File: config.mk
export PLATFORM = sky130hd
export DESIGN_NAME = tvp_pwm_bank
export DESIGN_NICKNAME = d
export VERILOG_FILES = /design/src/tvp_pkg.sv /design/src/tvp_modulator_ch6.sv /design/src/tvp_pwm14.sv /design/src/tvp_pwm_bank.sv
export SDC_FILE = /design/constraint.sdc
export NUM_CORES = 1
export LEC_CHECK = 0
export ABC_AREA = 1
export BUFFER_PORTS_ARGS = -buffer_cell sky130_fd_sc_hd__buf_2
export CAP_MARGIN = 10
export CORE_ASPECT_RATIO = 1.2
export CORE_MARGIN = 4
export CORE_UTILIZATION = 50
export CTS_CLUSTER_DIAMETER = 200
export CTS_CLUSTER_SIZE = 14
export DETAILED_ROUTE_END_ITERATION = 10
export HOLD_SLACK_MARGIN = 0.05
export PLACE_DENSITY = 0.7
export SYNTH_ARGS = -nofsm -noshare
export SYNTH_HDL_FRONTEND = slang
export SYNTH_SLANG_ARGS = --single-unit
File: constraint.sdc
create_clock -name mclk -period 5.2 [get_ports mclk]
set_input_delay 0.26 -clock mclk [delete_from_list [all_inputs] [get_ports mclk]]
set_output_delay 0.26 -clock mclk [all_outputs]
set_load 0.01 [all_outputs]
File: src/tvp_pkg.sv
// Shared constants, bus carrier and helpers of the modulator bank.
package tvp_pkg;

  // ------------------------------------------------------------------
  // Modulator timing
  // ------------------------------------------------------------------
  localparam int unsigned NARROW_DIV   = 16;
  localparam int unsigned NARROW_STEPS = 64;
  localparam int unsigned SLOT_LEN     = 128;
  localparam int unsigned WIDE_BITS    = 14;
  localparam int unsigned SLOT_BITS    = 7;
  localparam logic [5:0]  NARROW_FULL  = 6'h3F;
  localparam logic [13:0] WIDE_CNT_TOP = 14'h3FFF;

  // ------------------------------------------------------------------
  // Register indices, byte address is four times the index
  // ------------------------------------------------------------------
  localparam logic [5:0] IDX_CH1       = 6'h02;
  localparam logic [5:0] IDX_CH11_HIGH = 6'h0C;
  localparam logic [5:0] IDX_CH11_LOW  = 6'h0D;
  localparam logic [5:0] IDX_CH6_HIGH  = 6'h0E;
  localparam logic [5:0] IDX_CH6_LOW   = 6'h0F;
  localparam logic [5:0] IDX_PORT4_SEL = 6'h10;
  localparam logic [5:0] IDX_PORT5_SEL = 6'h11;
  localparam logic [5:0] IDX_STATUS    = 6'h12;

  // ------------------------------------------------------------------
  // Field positions and reset values
  // ------------------------------------------------------------------
  localparam int unsigned NUM_NARROW    = 10;
  localparam int unsigned NUM_SHARED    = 5;
  localparam int unsigned P4_SEL_LSB    = 2;
  localparam int unsigned CH6_WIDE_BIT  = 7;
  localparam logic [3:0]  P4_SEL_RESET  = 4'hF;
  localparam logic        P5_SEL_RESET  = 1'b1;
  localparam logic [7:0]  P4_RSVD_ONES  = 8'hC3;
  localparam logic [5:0]  VAL_RESET     = 6'h00;
  localparam logic [6:0]  RATIO_RESET   = 7'h00;

  // ------------------------------------------------------------------
  // Bus carrier
  // ------------------------------------------------------------------
  typedef struct packed {
    logic        read;
    logic        write;
    logic [7:0]  address;
    logic [3:0]  byteenable;
    logic [31:0] writedata;
  } tvp_av_req_s;

  // Reverses a slot number so extra pulses spread over the cycle.
  function automatic logic [6:0] bitrev7(input logic [6:0] v);
    logic [6:0] r;
    for (int i = 0; i < 7; i++)
    begin
      r[i] = v[6-i];
    end
    return r;
  endfunction

endpackage

File: src/tvp_modulator_ch6.sv
// Six-bit modulator channel comparing a shared step against its value.
`timescale 1ns/100ps
module tvp_modulator_ch6 (
  input  wire logic       mclk,
  input  wire logic       reset,
  input  wire logic [5:0] step,
  input  wire logic [5:0] value,
  output logic            out_q
);

  typedef struct packed {
    logic out;
  } tvp_p6_s;

  tvp_p6_s q;
  tvp_p6_s d;

  always_comb
  begin
    d = q;
    d.out = (value == tvp_pkg::NARROW_FULL) | (step < value);
  end

  always_ff @(posedge mclk)
  begin
    if (reset)
      q <= '0;
    else
      q <= d;
  end

  assign out_q = q.out;
endmodule

File: src/tvp_pwm14.sv
// Fourteen-bit distributed-pulse modulator channel.
`timescale 1ns/100ps
module tvp_pwm14 (
  input  wire logic        mclk,
  input  wire logic        reset,
  input  wire logic        enable,
  input  wire logic [13:0] cnt,
  input  wire logic [6:0]  ratio_high,
  input  wire logic [6:0]  ratio_low,
  output logic             out_q
);

  typedef struct packed {
    logic out;
  } tvp_p14_s;

  tvp_p14_s   q;
  tvp_p14_s   d;
  logic [6:0] slot_up;
  logic [6:0] pos;
  logic       extra;
  logic [7:0] width;

  always_comb
  begin
    d       = q;
    slot_up = ~cnt[13:7];
    pos     = ~cnt[6:0];
    extra   = tvp_pkg::bitrev7(slot_up) < ratio_low;
    width   = {1'b0, ratio_high} + {7'h00, extra};
    d.out   = enable & ({1'b0, pos} < width);
  end

  always_ff @(posedge mclk)
  begin
    if (reset)
      q <= '0;
    else
      q <= d;
  end

  assign out_q = q.out;
endmodule

File: src/tvp_pwm_bank.sv
// Modulator bank with pin routing and an Avalon-MM register slave.
//
// Contract
// Port-4 select bits 5, 4, 3, 2 steer the pins of channels 10, 9, 8, 7.
// A select bit at 0 gives the pin to the modulator, at 1 to the port.
// After reset the port-4 select bits 5 to 2 read 1, the port function.
// Port-5 select bit 0 gives channel 1 at 0 and port pin 0 at 1, reset 1.
// Channel 6 runs as six-bit or fourteen-bit as its bit 7 control says.
// A fourteen-bit ratio is held in a high and a low register.
// The upper seven ratio bits set the basic pulse width in every slot.
// The lower seven ratio bits set how many slots get an extra step.
// A fourteen-bit down counter gives 128 slots numbered 7Fh down to 0.
// Upper-bit width wins, so a full width fills every one of 128 slots; the code fills at most 127 slots and leaves one at 127 steps.
// The distribution pulse rate is the crystal clock over 128.
// Each slot recurs at the crystal clock over 128.
// A full fourteen-bit cycle lasts 16384 crystal clock periods.
// A six-bit channel at zero holds its output low.
// A six-bit channel at 3Fh holds its output high.
// The six-bit period is 64 steps of the crystal clock over 16.
`timescale 1ns/100ps
module tvp_pwm_bank #(
  parameter int unsigned NARROW_DIV = tvp_pkg::NARROW_DIV
) (
  input  wire logic                mclk,
  input  wire logic                reset,
  input  wire tvp_pkg::tvp_av_req_s av_req,
  output logic [31:0]              av_readdata,
  output logic                     av_waitrequest,
  output logic [10:0]              modulator_out,
  input  wire logic [4:0]          pin_in,
  output logic [4:0]               pin_out,
  output logic [4:0]               pin_oe_n,
  input  wire logic [4:0]          port_dout,
  input  wire logic [4:0]          port_drive,
  output logic [4:0]               port_din
);

  // ------------------------------------------------------------------
  // Parameter check
  // ------------------------------------------------------------------
  if (NARROW_DIV < 2 || NARROW_DIV > 16)
  begin : g_bad_div
    $error("NARROW_DIV must lie between 2 and 16");
  end

  localparam logic [3:0] DIV_LAST = 4'(NARROW_DIV - 1);

  // ------------------------------------------------------------------
  // State
  // ------------------------------------------------------------------
  typedef struct packed {
    logic [9:0][5:0] val;
    logic [6:0]      c11h;
    logic [6:0]      c11l;
    logic [6:0]      c6h;
    logic [6:0]      c6l;
    logic            c6_wide;
    logic [3:0]      p4sel;
    logic            p5sel;
    logic            wait_q;
    logic [31:0]     rdata;
    logic [3:0]      div;
    logic            tick;
    logic [5:0]      step;
    logic [13:0]     cnt;
    logic [10:0]     mod;
    logic [4:0]      sync1;
    logic [4:0]      sync2;
    logic [4:0]      pout;
    logic [4:0]      poe_n;
  } tvp_bank_s;

  tvp_bank_s   q;
  tvp_bank_s   d;
  logic [5:0]  idx;
  logic [7:0]  wd;
  logic [7:0]  rd;
  logic        wr_go;
  logic [4:0]  sel;
  logic [4:0]  shared_mod;
  logic [9:0]  narrow_out;
  logic        ch6_wide_out;
  logic        ch11_out;

  assign idx   = av_req.address[7:2];
  assign wd    = av_req.writedata[7:0];
  assign wr_go = av_req.write && av_req.byteenable[0] && !q.wait_q;

  // ------------------------------------------------------------------
  // Channels
  // ------------------------------------------------------------------
  for (genvar g = 0; g < tvp_pkg::NUM_NARROW; g++)
  begin : g_narrow
    tvp_modulator_ch6 u_modulator_ch6 (
      .mclk  (mclk),
      .reset (reset),
      .step  (q.step),
      .value (q.val[g]),
      .out_q (narrow_out[g])
    );
  end

  tvp_pwm14 u_ch6_wide (
    .mclk       (mclk),
    .reset      (reset),
    .enable     (q.c6_wide),
    .cnt        (q.cnt),
    .ratio_high (q.c6h),
    .ratio_low  (q.c6l),
    .out_q      (ch6_wide_out)
  );

  tvp_pwm14 u_ch11 (
    .mclk       (mclk),
    .reset      (reset),
    .enable     (1'b1),
    .cnt        (q.cnt),
    .ratio_high (q.c11h),
    .ratio_low  (q.c11l),
    .out_q      (ch11_out)
  );

  // ------------------------------------------------------------------
  // Register read decode
  // ------------------------------------------------------------------
  always_comb
  begin
    rd = 8'h00;
    if (idx >= tvp_pkg::IDX_CH1 && idx < tvp_pkg::IDX_CH11_HIGH)
      rd = {2'b00, q.val[4'(idx - tvp_pkg::IDX_CH1)]};
    else
    begin
      unique case (idx)
        tvp_pkg::IDX_CH11_HIGH: rd = {1'b0, q.c11h};
        tvp_pkg::IDX_CH11_LOW:  rd = {1'b0, q.c11l};
        tvp_pkg::IDX_CH6_HIGH:  rd = {q.c6_wide, q.c6h};
        tvp_pkg::IDX_CH6_LOW:   rd = {1'b0, q.c6l};
        tvp_pkg::IDX_PORT4_SEL:
          rd = tvp_pkg::P4_RSVD_ONES | {2'b00, q.p4sel, 2'b00};
        tvp_pkg::IDX_PORT5_SEL: rd = {7'h00, q.p5sel};
        tvp_pkg::IDX_STATUS:    rd = {1'b0, q.cnt[13:7]};
        default:                rd = 8'h00;
      endcase
    end
  end

  // ------------------------------------------------------------------
  // Next state
  // ------------------------------------------------------------------
  always_comb
  begin
    d       = q;
    d.sync1 = pin_in;
    d.sync2 = q.sync1;

    d.tick = 1'b0;
    if (q.div == DIV_LAST)
    begin
      d.div  = 4'h0;
      d.tick = 1'b1;
    end
    else
      d.div = q.div + 4'h1;
    if (q.tick)
      d.step = q.step + 6'h01;
    d.cnt = q.cnt - 14'h0001;

    if ((av_req.read || av_req.write) && q.wait_q)
    begin
      d.wait_q = 1'b0;
      if (av_req.read)
        d.rdata = {24'h00_0000, rd};
    end
    else
      d.wait_q = 1'b1;

    if (wr_go)
    begin
      for (int i = 0; i < tvp_pkg::NUM_NARROW; i++)
      begin
        if (idx == 6'(tvp_pkg::IDX_CH1 + 6'(i)))
          d.val[i] = wd[5:0];
      end
      unique case (idx)
        tvp_pkg::IDX_CH11_HIGH: d.c11h = wd[6:0];
        tvp_pkg::IDX_CH11_LOW:  d.c11l = wd[6:0];
        tvp_pkg::IDX_CH6_HIGH:
        begin
          d.c6h     = wd[6:0];
          d.c6_wide = wd[tvp_pkg::CH6_WIDE_BIT];
        end
        tvp_pkg::IDX_CH6_LOW:   d.c6l = wd[6:0];
        tvp_pkg::IDX_PORT4_SEL:
          d.p4sel = wd[tvp_pkg::P4_SEL_LSB +: 4];
        tvp_pkg::IDX_PORT5_SEL: d.p5sel = wd[0];
        default:                d.p5sel = q.p5sel;
      endcase
    end

    d.mod    = {ch11_out, narrow_out};
    d.mod[5] = q.c6_wide ? ch6_wide_out : narrow_out[5];

    for (int i = 0; i < tvp_pkg::NUM_SHARED; i++)
    begin
      d.pout[i]  = sel[i] ? port_dout[i] : shared_mod[i];
      d.poe_n[i] = sel[i] ? ~port_drive[i] : 1'b0;
    end
  end

  // ------------------------------------------------------------------
  // Pin order: port 5 pin 0, then port 4 pins 4 to 7
  // ------------------------------------------------------------------
  assign sel        = {q.p4sel, q.p5sel};
  assign shared_mod = {q.mod[9], q.mod[8], q.mod[7], q.mod[6], q.mod[0]};

  // ------------------------------------------------------------------
  // Registers
  // ------------------------------------------------------------------
  always_ff @(posedge mclk)
  begin
    if (reset)
    begin
      q         <= '0;
      q.val     <= {tvp_pkg::NUM_NARROW{tvp_pkg::VAL_RESET}};
      q.c11h    <= tvp_pkg::RATIO_RESET;
      q.c11l    <= tvp_pkg::RATIO_RESET;
      q.c6h     <= tvp_pkg::RATIO_RESET;
      q.c6l     <= tvp_pkg::RATIO_RESET;
      q.p4sel   <= tvp_pkg::P4_SEL_RESET;
      q.p5sel   <= tvp_pkg::P5_SEL_RESET;
      q.wait_q  <= 1'b1;
      q.cnt     <= tvp_pkg::WIDE_CNT_TOP;
      q.poe_n   <= 5'h1F;
    end
    else
      q <= d;
  end

  // ------------------------------------------------------------------
  // Outputs
  // ------------------------------------------------------------------
  assign av_readdata    = q.rdata;
  assign av_waitrequest = q.wait_q;
  assign modulator_out  = q.mod;
  assign pin_out        = q.pout;
  assign pin_oe_n       = q.poe_n;
  assign port_din       = q.sync2;

  // ------------------------------------------------------------------
  // Checks
  // ------------------------------------------------------------------
  logic [15:0] gap_q;

  always_ff @(posedge mclk)
  begin
    if (reset)
      gap_q <= 16'h0000;
    else if (q.tick && q.step == 6'h3F)
      gap_q <= 16'h0001;
    else
      gap_q <= gap_q + 16'h0001;
  end
endmodule

==> results.json, run 1 <==
{
  "min_period_ns": 2.94,
  "track_usage_pct": 24.1,
  "fin_ws_ns": 2.26,
  "hold_violations": 0,
  "die_w_um": 134,
  "setup_viol": 0,
  "power.leakage_nw": 4.54,
  "initial_core_util_pct": 51.5,
  "ant_nets": 0,
  "remaining_drc_errors": 0,
  "hold_class": "in -> reg",
  "multi_input_area_mm2": 0.00487,
  "fill_cells": 1789,
  "synth_cell_types": 34,
  "max_stage_delay_ns": 0.39,
  "syn2layout_area_growth_pct": 8.99,
  "pre_cts_slack_ns": 2.27,
  "clk_path_buf_depth": 2,
  "port-buffer-count": 68,
  "row_count": 54,
  "crit_required_ns": 5.58,
  "cts_root_buffer": "clkbuf_16",
  "place_inst": 1554,
  "crit_top_cell": "a21oi_1",
  "fin_worst_skew_ns": 0.00884,
  "numCtsBuffers": 17,
  "worst_slew_pin_slew_ns": 1.13,
  "cts.sinks": 171,
  "peakVddDrop_uv": 234,
  "path_cells": "inv_1 > ha_1 > a21oi_1 > o21ai_0 > a21oi_1 > ha_1 > nand2_1 > nor2_1 > xor2_1 > ha_1 > a21oi_1 > o21ai_0 > nand2_1 > nand2_1 > a21oi_1 > nor2_1 > nor2_1",
  "detail_route.vias_per_cell": 5.27,
  "synth_cells": 1317,
  "critPathCaptureType": "flip-flop",
  "grt_antenna_before_repair": 0,
  "final_cell_mix": "nand2_1, dfxtp_1, inv_1",
  "cts_max_level": 4,
  "wire_per_inst_um": 15.7,
  "grt_overflow_total": 0,
  "n_antenna_cell": 0,
  "synth.ff_latch_count": 171,
  "rsz0062_at_grt": "no",
  "synth_area_mm2": 0.00950,
  "drive_above_1_share_pct": 9.64,
  "fin_crit_sh_pct": 56.5,
  "dp_hpwl_mm": 17.9,
  "final_common_cell": "nand2_1",
  "grt_pass1_vias": 7992,
  "cts_tree": "done",
  "arrival_ns": 3.32,
  "max-cap-violations": 0,
  "maxSlewViolCount": 0,
  "drt_iter0_drc": 683,
  "vias": 8431,
  "final_nets": 1482,
  "clk_transition_reported_paths_ns": 0.07,
  "cts_setup_buffers": 0,
  "seqCellArea_mm2": 0.00342,
  "wirelength_mm": 25.2,
  "drt-pass1-iter-count": 5,
  "tns_ns": 0,
  "clk_latency_ns": 0.44,
  "core_area_mm2": 0.0184,
  "syn_avg_cell_area_um2": 7.22,
  "critical_path_class": "reg -> reg",
  "start_kind": "flip-flop",
  "ios": 122,
  "instances_no_fill": 1601,
  "status": "finished clean",
  "slowest_stage": "dfxtp_1",
  "gp_congestion": 0.939,
  "grt_pass1_wl_mm": 41.3,
  "holdWs_ns": 0.0637,
  "dieArea_mm2": 0.0213,
  "max_freq_mhz": 340,
  "power_density_mw_per_mm2": 278,
  "slew_headroom_pct": 24.2,
  "yosysSeqAreaShare_pct": 36.0,
  "grt_max_degree": 59,
  "cp_max_fo": 5,
  "yosys_warnings": 0,
  "fp.dieH_um": 159
}
-- per-layer routing --
layer / share of wire [%] / wire length (µm) / vias to the layer above / GRT usage, %
met1: 43 / 10700 / 3869 / 30.1
met4: 3.4 / 852 / 0 / 9.54
met3: 4.9 / 1240 / 52 / 4.11
met2: 49 / 12300 / 230 / 41.1
li1: - / - / 4280 / -
met5: 0 / 0 / - / 0
-- layout make-up --
type | instances | area share (%)
Inverter | 167 | 6.05
Multi-Input combinational cell | 894 | 47.0
Sequential cell | 171 | 33.1
Clock inverter | 14 | 1.79
Clock buffer | 18 | 4.14
Timing Repair Buffer | 85 | 4.88
Tap cell | 252 | 3.04
-- worst paths after layout --
kind,depth (start not counted),end,start,slack (ns)
worst max-delay path,17,u_ch6_wide.out_q,q[40],2.26
worst min-delay path,3,pin_out[4],port_dout[4],0.06
worst max register to register,17,u_ch6_wide.out_q,q[40],2.26
worst min register to register,2,modulator_out[9],g_narrow[9].u_modulator_ch6.out_q,0.40
-- kinds of logic after synthesis --
logic type,after synthesis,share of synthesized area (%)
xor gates and xnor gates,10,0.922
DFF,171,36.0
buffers and inverters,275,13.6
other,1,0.0395
and+or+nand+nor,462,20.7
adders and majority gates,83,10.9
AOI/OAI and AO/OA,315,17.8
-- what timing repair did --
item | 4_1_cts | 5_1_grt
hold buffers | 15 | 0
setup endpoints to repair | 0 | 0
hold endpoints to repair | 14 | 0
resized for setup | 0 | 0
-- Yosys cell counts, drive strengths merged --
library cell	n	area share, %
or2	1	0.066
nand2	225	9.0
o21ai	133	7.0
conb	1	0.039
o22ai	6	0.40
nand4	10	0.66
xor2	6	0.55
nor3	3	0.16
nand3	72	3.9
xnor2	4	0.37
o311ai	1	0.092
buf	82	6.0
a21boi	7	0.55
nor2	140	6.1
ha	83	11
a21oi	143	7.6
o21a	3	0.24
clkbuf	26	1.0
nor4	11	0.79
dfxtp	171	36
o211ai	16	1.3
inv	167	6.6
a211oi	6	0.68
-- power by group --
| part | leakage (nW) | switching, mW | total [mW] | internal (mW) |
|---|---|---|---|---|
| sequential | 1.39 | 0.00757 | 1.33 | 1.33 |
| combinational | 2.86 | 0.142 | 0.201 | 0.0588 |
| clock | 0.295 | 0.572 | 1.34 | 0.768 |
-- flip-flops by register name, indices dropped and copies added (netlist names) --
signal,flops
av_readdata,8
av_waitrequest,1
d,5
g_narrow.u_modulator_ch6.out_q,10
modulator_out,11
pin_oe_n,5
pin_out,5
port_din,5
q,119
u_ch11.out_q,1
u_ch6_wide.out_q,1
-- worst max-delay path, delay by kind of cell (launching register included) --
kind	cells	cell delay, ns
DFF	1	0.39
and+or+nand+nor	6	0.56
adders and majority gates	3	0.79
AOI/OAI and AO/OA	6	0.80
xor gates and xnor gates	1	0.22
buffers and inverters	1	0.12
-- per-stage QoR --
stage	utilization (%)	power, mW	area (µm²)
floorplan	-	1.51	9590
global placement	52.0	1.55	9590
detailed placement	52.0	1.55	9590
CTS	56.2	2.89	10400
global route	56.2	2.97	10400
finish	56.2	2.87	10400
(Power assumes the default switching activity.)
==> run 2, diff against run 1 <==
Settings changed: PLACE_DENSITY 0.7 to 0.73.
Clock period 5.2 ns to 2.4 ns, I/O delays scaled along.
==> results.json, run 2 (synthesized netlist as in run 1, its figures left out) <==
{
  "status": "complete, but fails checks",
  "violations": "negative setup slack",
  "rsz0062_at_grt": "yes",
  "hold_violations": 0,
  "initial_core_util_pct": 51.5,
  "fill_cells": 1713,
  "path_cells": "inv_2 > ha_4 > a21oi_4 > o21ai_2 > a21oi_2 > ha_2 > nand2_1 > nor2_4 > xor2_1 > ha_1 > a21oi_2 > o21ai_1 > nand2_1 > nand2_1 > a21oi_1 > nor2_1 > nor2_1",
  "clk_path_buf_depth": 2,
  "dieArea_mm2": 0.0213,
  "critical_path_class": "reg -> reg",
  "maxSlewViolCount": 0,
  "cts.sinks": 171,
  "final_cell_area_mm2": 0.0110,
  "gp_congestion": 0.932,
  "final_common_cell": "nand2_1",
  "cp-startpoint": "q[115]",
  "numCtsBuffers": 17,
  "wirelength_mm": 26.8,
  "wire_per_inst_um": 16.2,
  "power_switching_mw": 1.59,
  "multi_input_area_mm2": 0.00514,
  "place_inst": 1593,
  "drt_iter0_drc": 670,
  "clk_latency_ns": 0.45,
  "cts_root_buffer": "clkbuf_16",
  "grt_pass1_vias": 8277,
  "min_period_ns": 2.49,
  "grt_antenna_before_repair": 0,
  "power.internal_mw": 4.61,
  "fin_ws_ns": -0.0933,
  "setup_viol": 2,
  "power_density_mw_per_mm2": 563,
  "row_count": 54,
  "largest_reg_flops": 119,
  "peakVddDrop_uv": 561,
  "instances_no_fill": 1648,
  "switching_share_pct": 25.7,
  "fin_crit_sh_pct": 104,
  "hold_path.startpoint": "av_req[32]",
  "tns_ns": -0.141,
  "fp.dieH_um": 159,
  "slowest_stage": "dfxtp_2",
  "crit_required_ns": 2.78,
  "detail_route.vias_per_cell": 5.28,
  "remaining_drc_errors": 0,
  "pwr-share-seq_pct": 46.6,
  "drive_above_1_share_pct": 16.8,
  "grt_pass1_wl_mm": 42.4,
  "hold_class": "in -> reg",
  "crit_family": "adder cells",
  "post_dp_cell_area_mm2": 0.00991,
  "post-route-util_pct": 59.7,
  "max_freq_mhz": 401,
  "grt_max_degree": 56,
  "seqCellArea_mm2": 0.00344,
  "grt_overflow_total": 0,
  "ant_nets": 0,
  "cp_max_fo": 3,
  "cts_tree": "done",
  "clk_transition_reported_paths_ns": 0.07,
  "n_antenna_cell": 0,
  "max-cap-violations": 0,
  "syn2layout_area_growth_pct": 16.0,
  "final_cell_mix": "nand2_1, dfxtp_1, inv_1",
  "drt-pass1-iter-count": 6,
  "pwr-share-clk_pct": 45.9,
  "track_usage_pct": 25.0,
  "core_area_mm2": 0.0184,
  "critPathCaptureType": "flip-flop",
  "dp_hpwl_mm": 19.2,
  "vias": 8695,
  "ios": 122,
  "power.leakage_nw": 4.77,
  "start_kind": "flip-flop",
  "fin_worst_skew_ns": 0.0102,
  "cts_max_level": 4,
  "final_nets": 1529,
  "largest-register": "q",
  "worst-path-buf-inv": 1,
  "slew_headroom_pct": 52.2,
  "combPwrFrac_pct": 7.5,
  "die_w_um": 134,
  "worst_slew_pin_slew_ns": 0.716,
  "max_stage_delay_ns": 0.34,
  "arrival_ns": 2.87,
  "crit_top_cell": "nand2_1",
  "port-buffer-count": 68,
  "reg2reg_from": "q[115]"
}
run 2: area by class of cell:
cell class,count,area share [%]
clock buffers,19,4.02
clock inverters,13,1.40
inverters,167,5.78
multi-input cells,894,46.6
flip-flops and latches,171,31.2
well taps,252,2.86
repair buffers,132,8.11
run 2: stage by stage:
| step | total power [mW] | hold slack (ns) | worst slack, ns |
|---|---|---|---|
| finish | 6.20 | 0.105 | -0.0933 |
| global route | 6.41 | 0.115 | -0.246 |
| CTS | 6.22 | 0.0946 | -0.0664 |
| detailed placement | 3.38 | 0.322 | -0.264 |
| global placement | 3.38 | 0.316 | -0.170 |
| floorplan | 3.28 | 0.227 | 0.0103 |
run 2: what timing repair did:
item                                    CTS  global route
hold buffers                             19             0
pin swaps                                28            17
endpoints found under the setup margin    2             2
gates resized for setup                  60            18
setup buffers                             1             3
hold endpoints to repair                 20             0
run 2: final timing paths:
kind,to,slack [ns],cells after the start
hold / removal,q[102],0.10,5
hold reg to reg,modulator_out[8],0.40,2
setup / recovery,u_ch11.out_q,-0.09,17
setup reg to reg,u_ch11.out_q,-0.09,17
run 2: worst reg2reg max path, cell delays in order, from the launching register on:
cell and delay, ns:
dfxtp_2 0.34, inv_2 0.05, ha_4 0.26, a21oi_4 0.15
o21ai_2 0.07, a21oi_2 0.13, ha_2 0.22, nand2_1 0.12
nor2_4 0.14, xor2_1 0.16, ha_1 0.27, a21oi_2 0.12
o21ai_1 0.07, nand2_1 0.06, nand2_1 0.04, a21oi_1 0.11
nor2_1 0.05, nor2_1 0.07
run 2: power by group through the flow:
stage               sequential (mW)  clock, mW  combinational (mW)
finish                         2.89       2.85               0.463
global route                   2.89       3.01               0.509
detailed placement             2.96          0               0.426
floorplan                      2.95          0               0.324
global placement               2.96          0               0.421
CTS                            2.89       2.88               0.454
run 2: metal layers:
metal	GRT usage [%]	part of all wire [%]	wire length, µm	vias to the layer above
met5	0	0	0	-
met4	7.30	2.6	683	0
met3	5.31	6.5	1740	57
met2	45.1	50	13500	319
met1	29.6	41	10900	3948
li1	-	-	-	4371
==> run 3, diff against run 2 <==
Settings changed: PLACE_DENSITY 0.73 to 0.75, REMOVE_ABC_BUFFERS set to 1.
==> results.json, run 3 (synthesized netlist as in run 1, its figures left out) <==
{
  "cp_max_fo": 3,
  "fin_worst_skew_ns": 0.0103,
  "detail_route.vias_per_cell": 5.30,
  "top_layer_used": "met5",
  "remaining_drc_errors": 0,
  "slew_headroom_pct": 50.8,
  "cts_root_buffer": "clkbuf_16",
  "grt_antenna_before_repair": 2,
  "ios": 122,
  "power.leakage_nw": 4.77,
  "cts_max_level": 4,
  "numCtsBuffers": 17,
  "power_density_mw_per_mm2": 559,
  "crit_required_ns": 2.78,
  "vias": 8737,
  "drive_above_1_share_pct": 16.8,
  "row_count": 54,
  "max_freq_mhz": 391,
  "min_period_ns": 2.56,
  "final_nets": 1529,
  "fp.dieH_um": 159,
  "wirelength_mm": 25.7,
  "dp_hpwl_mm": 18.0,
  "violations": "negative setup slack",
  "clk_transition_reported_paths_ns": 0.07,
  "track_usage_pct": 24.1,
  "status": "complete, but fails checks",
  "maxSlewViolCount": 0,
  "initial_core_util_pct": 51.5,
  "wire_per_inst_um": 15.6,
  "dr_wl_met3_mm": 1.08,
  "hold_violations": 0,
  "grt_overflow_total": 0,
  "grt_pass1_vias": 8385,
  "setup_viol": 2,
  "peakVddDrop_uv": 461,
  "largest-register": "q",
  "core_area_mm2": 0.0184,
  "arrival_ns": 2.93,
  "clk_latency_ns": 0.44,
  "finalPower_mw": 6.13,
  "largest_reg_flops": 119,
  "ant_nets": 0,
  "tns_ns": -0.245,
  "clk_path_buf_depth": 2,
  "fin_crit_sh_pct": 107,
  "critical_path_class": "reg -> reg",
  "dieArea_mm2": 0.0213,
  "hold_class": "in -> reg",
  "grt_pass1_wl_mm": 41.7,
  "drt-pass1-iter-count": 5,
  "die_w_um": 134,
  "n_antenna_cell": 0,
  "final_cell_mix": "nand2_1, dfxtp_1, inv_1",
  "critPathCaptureType": "flip-flop",
  "cts.sinks": 171,
  "holdWs_ns": 0.123,
  "final_common_cell": "nand2_1",
  "fin_ws_ns": -0.158,
  "grt_max_degree": 71,
  "syn2layout_area_growth_pct": 15.5,
  "wl_met2_mm": 12.8,
  "max-cap-violations": 0,
  "gp_congestion": 0.929,
  "start_kind": "flip-flop",
  "drt-met1-wl_mm": 10.7,
  "rsz0062_at_grt": "yes",
  "drt_iter0_drc": 612,
  "cts_tree": "done",
  "worst_slew_pin_slew_ns": 0.738,
  "port-buffer-count": 68
}
## run 3: repair_timing
| action | 4_1_cts | 5_1_grt |
|---|---|---|
| pin swaps | 22 | 22 |
| endpoints found under the hold margin | 18 | 0 |
| setup buffers | 6 | 2 |
| endpoints found under the setup margin | 2 | 2 |
| hold buffers | 19 | 0 |
| gates resized for setup | 41 | 37 |
## run 3: where the power goes
group | internal [mW] | switching [mW] | total (mW)
clock | 1.61 | 1.17 | 2.78
sequential | 2.87 | 0.0163 | 2.89
combinational | 0.146 | 0.309 | 0.455
total | 4.63 | 1.50 | 6.13
## run 3: metrics by stage
stage / util, % / instances / worst slack (ns) / cell area [µm²]
after floorplan: - / 1232 / 0.00675 / 8920
after global placement: 53.5 / 1589 / -0.299 / 9870
after detailed placement: 53.5 / 1589 / -0.419 / 9870
after CTS: 58.7 / 1645 / -0.101 / 10800
after global routing: 59.5 / 1647 / -0.355 / 11000
final: 59.5 / 1647 / -0.158 / 11000
## run 3: critical path, cell delays in order, from the launching register on
cell	delay (ns)
dfxtp_2	0.36
inv_4	0.06
ha_4	0.22
a21oi_2	0.14
nand2_1	0.09
a21oi_2	0.20
ha_2	0.24
ha_4	0.14
nand2_1	0.06
nor2_2	0.15
xor2_1	0.16
ha_1	0.24
nand2_1	0.06
inv_1	0.03
nand2_1	0.05
nand2_1	0.05
a21oi_2	0.11
nor2_1	0.05
nor2_1	0.08
## run 3: path summary, 6_finish.rpt
kind | startpoint | to | slack [ns] | cells after the start
max | q[42] | u_ch6_wide.out_q | -0.16 | 18
min | av_req[32] | q[103] | 0.12 | 5
max reg2reg | q[42] | u_ch6_wide.out_q | -0.16 | 18
min reg2reg | d[11] | port_din[1] | 0.40 | 2
## run 3: area by class of cell
cell class	instances	area [µm²]
clock inverters	10	116
well taps	252	315
clock buffers	21	470
multi-input cells	894	5100
flip-flops and latches	171	3440
inverters	167	637
repair buffers	132	885
fillers	1681	7470
## run 3: per-layer routing
| metal | vias to the layer above | global-route usage (%) |
|---|---|---|
| met5 | - | 0 |
| met4 | 4 | 11.0 |
| met3 | 83 | 4.49 |
| met2 | 241 | 42.0 |
| met1 | 4038 | 28.7 |
| li1 | 4371 | - |
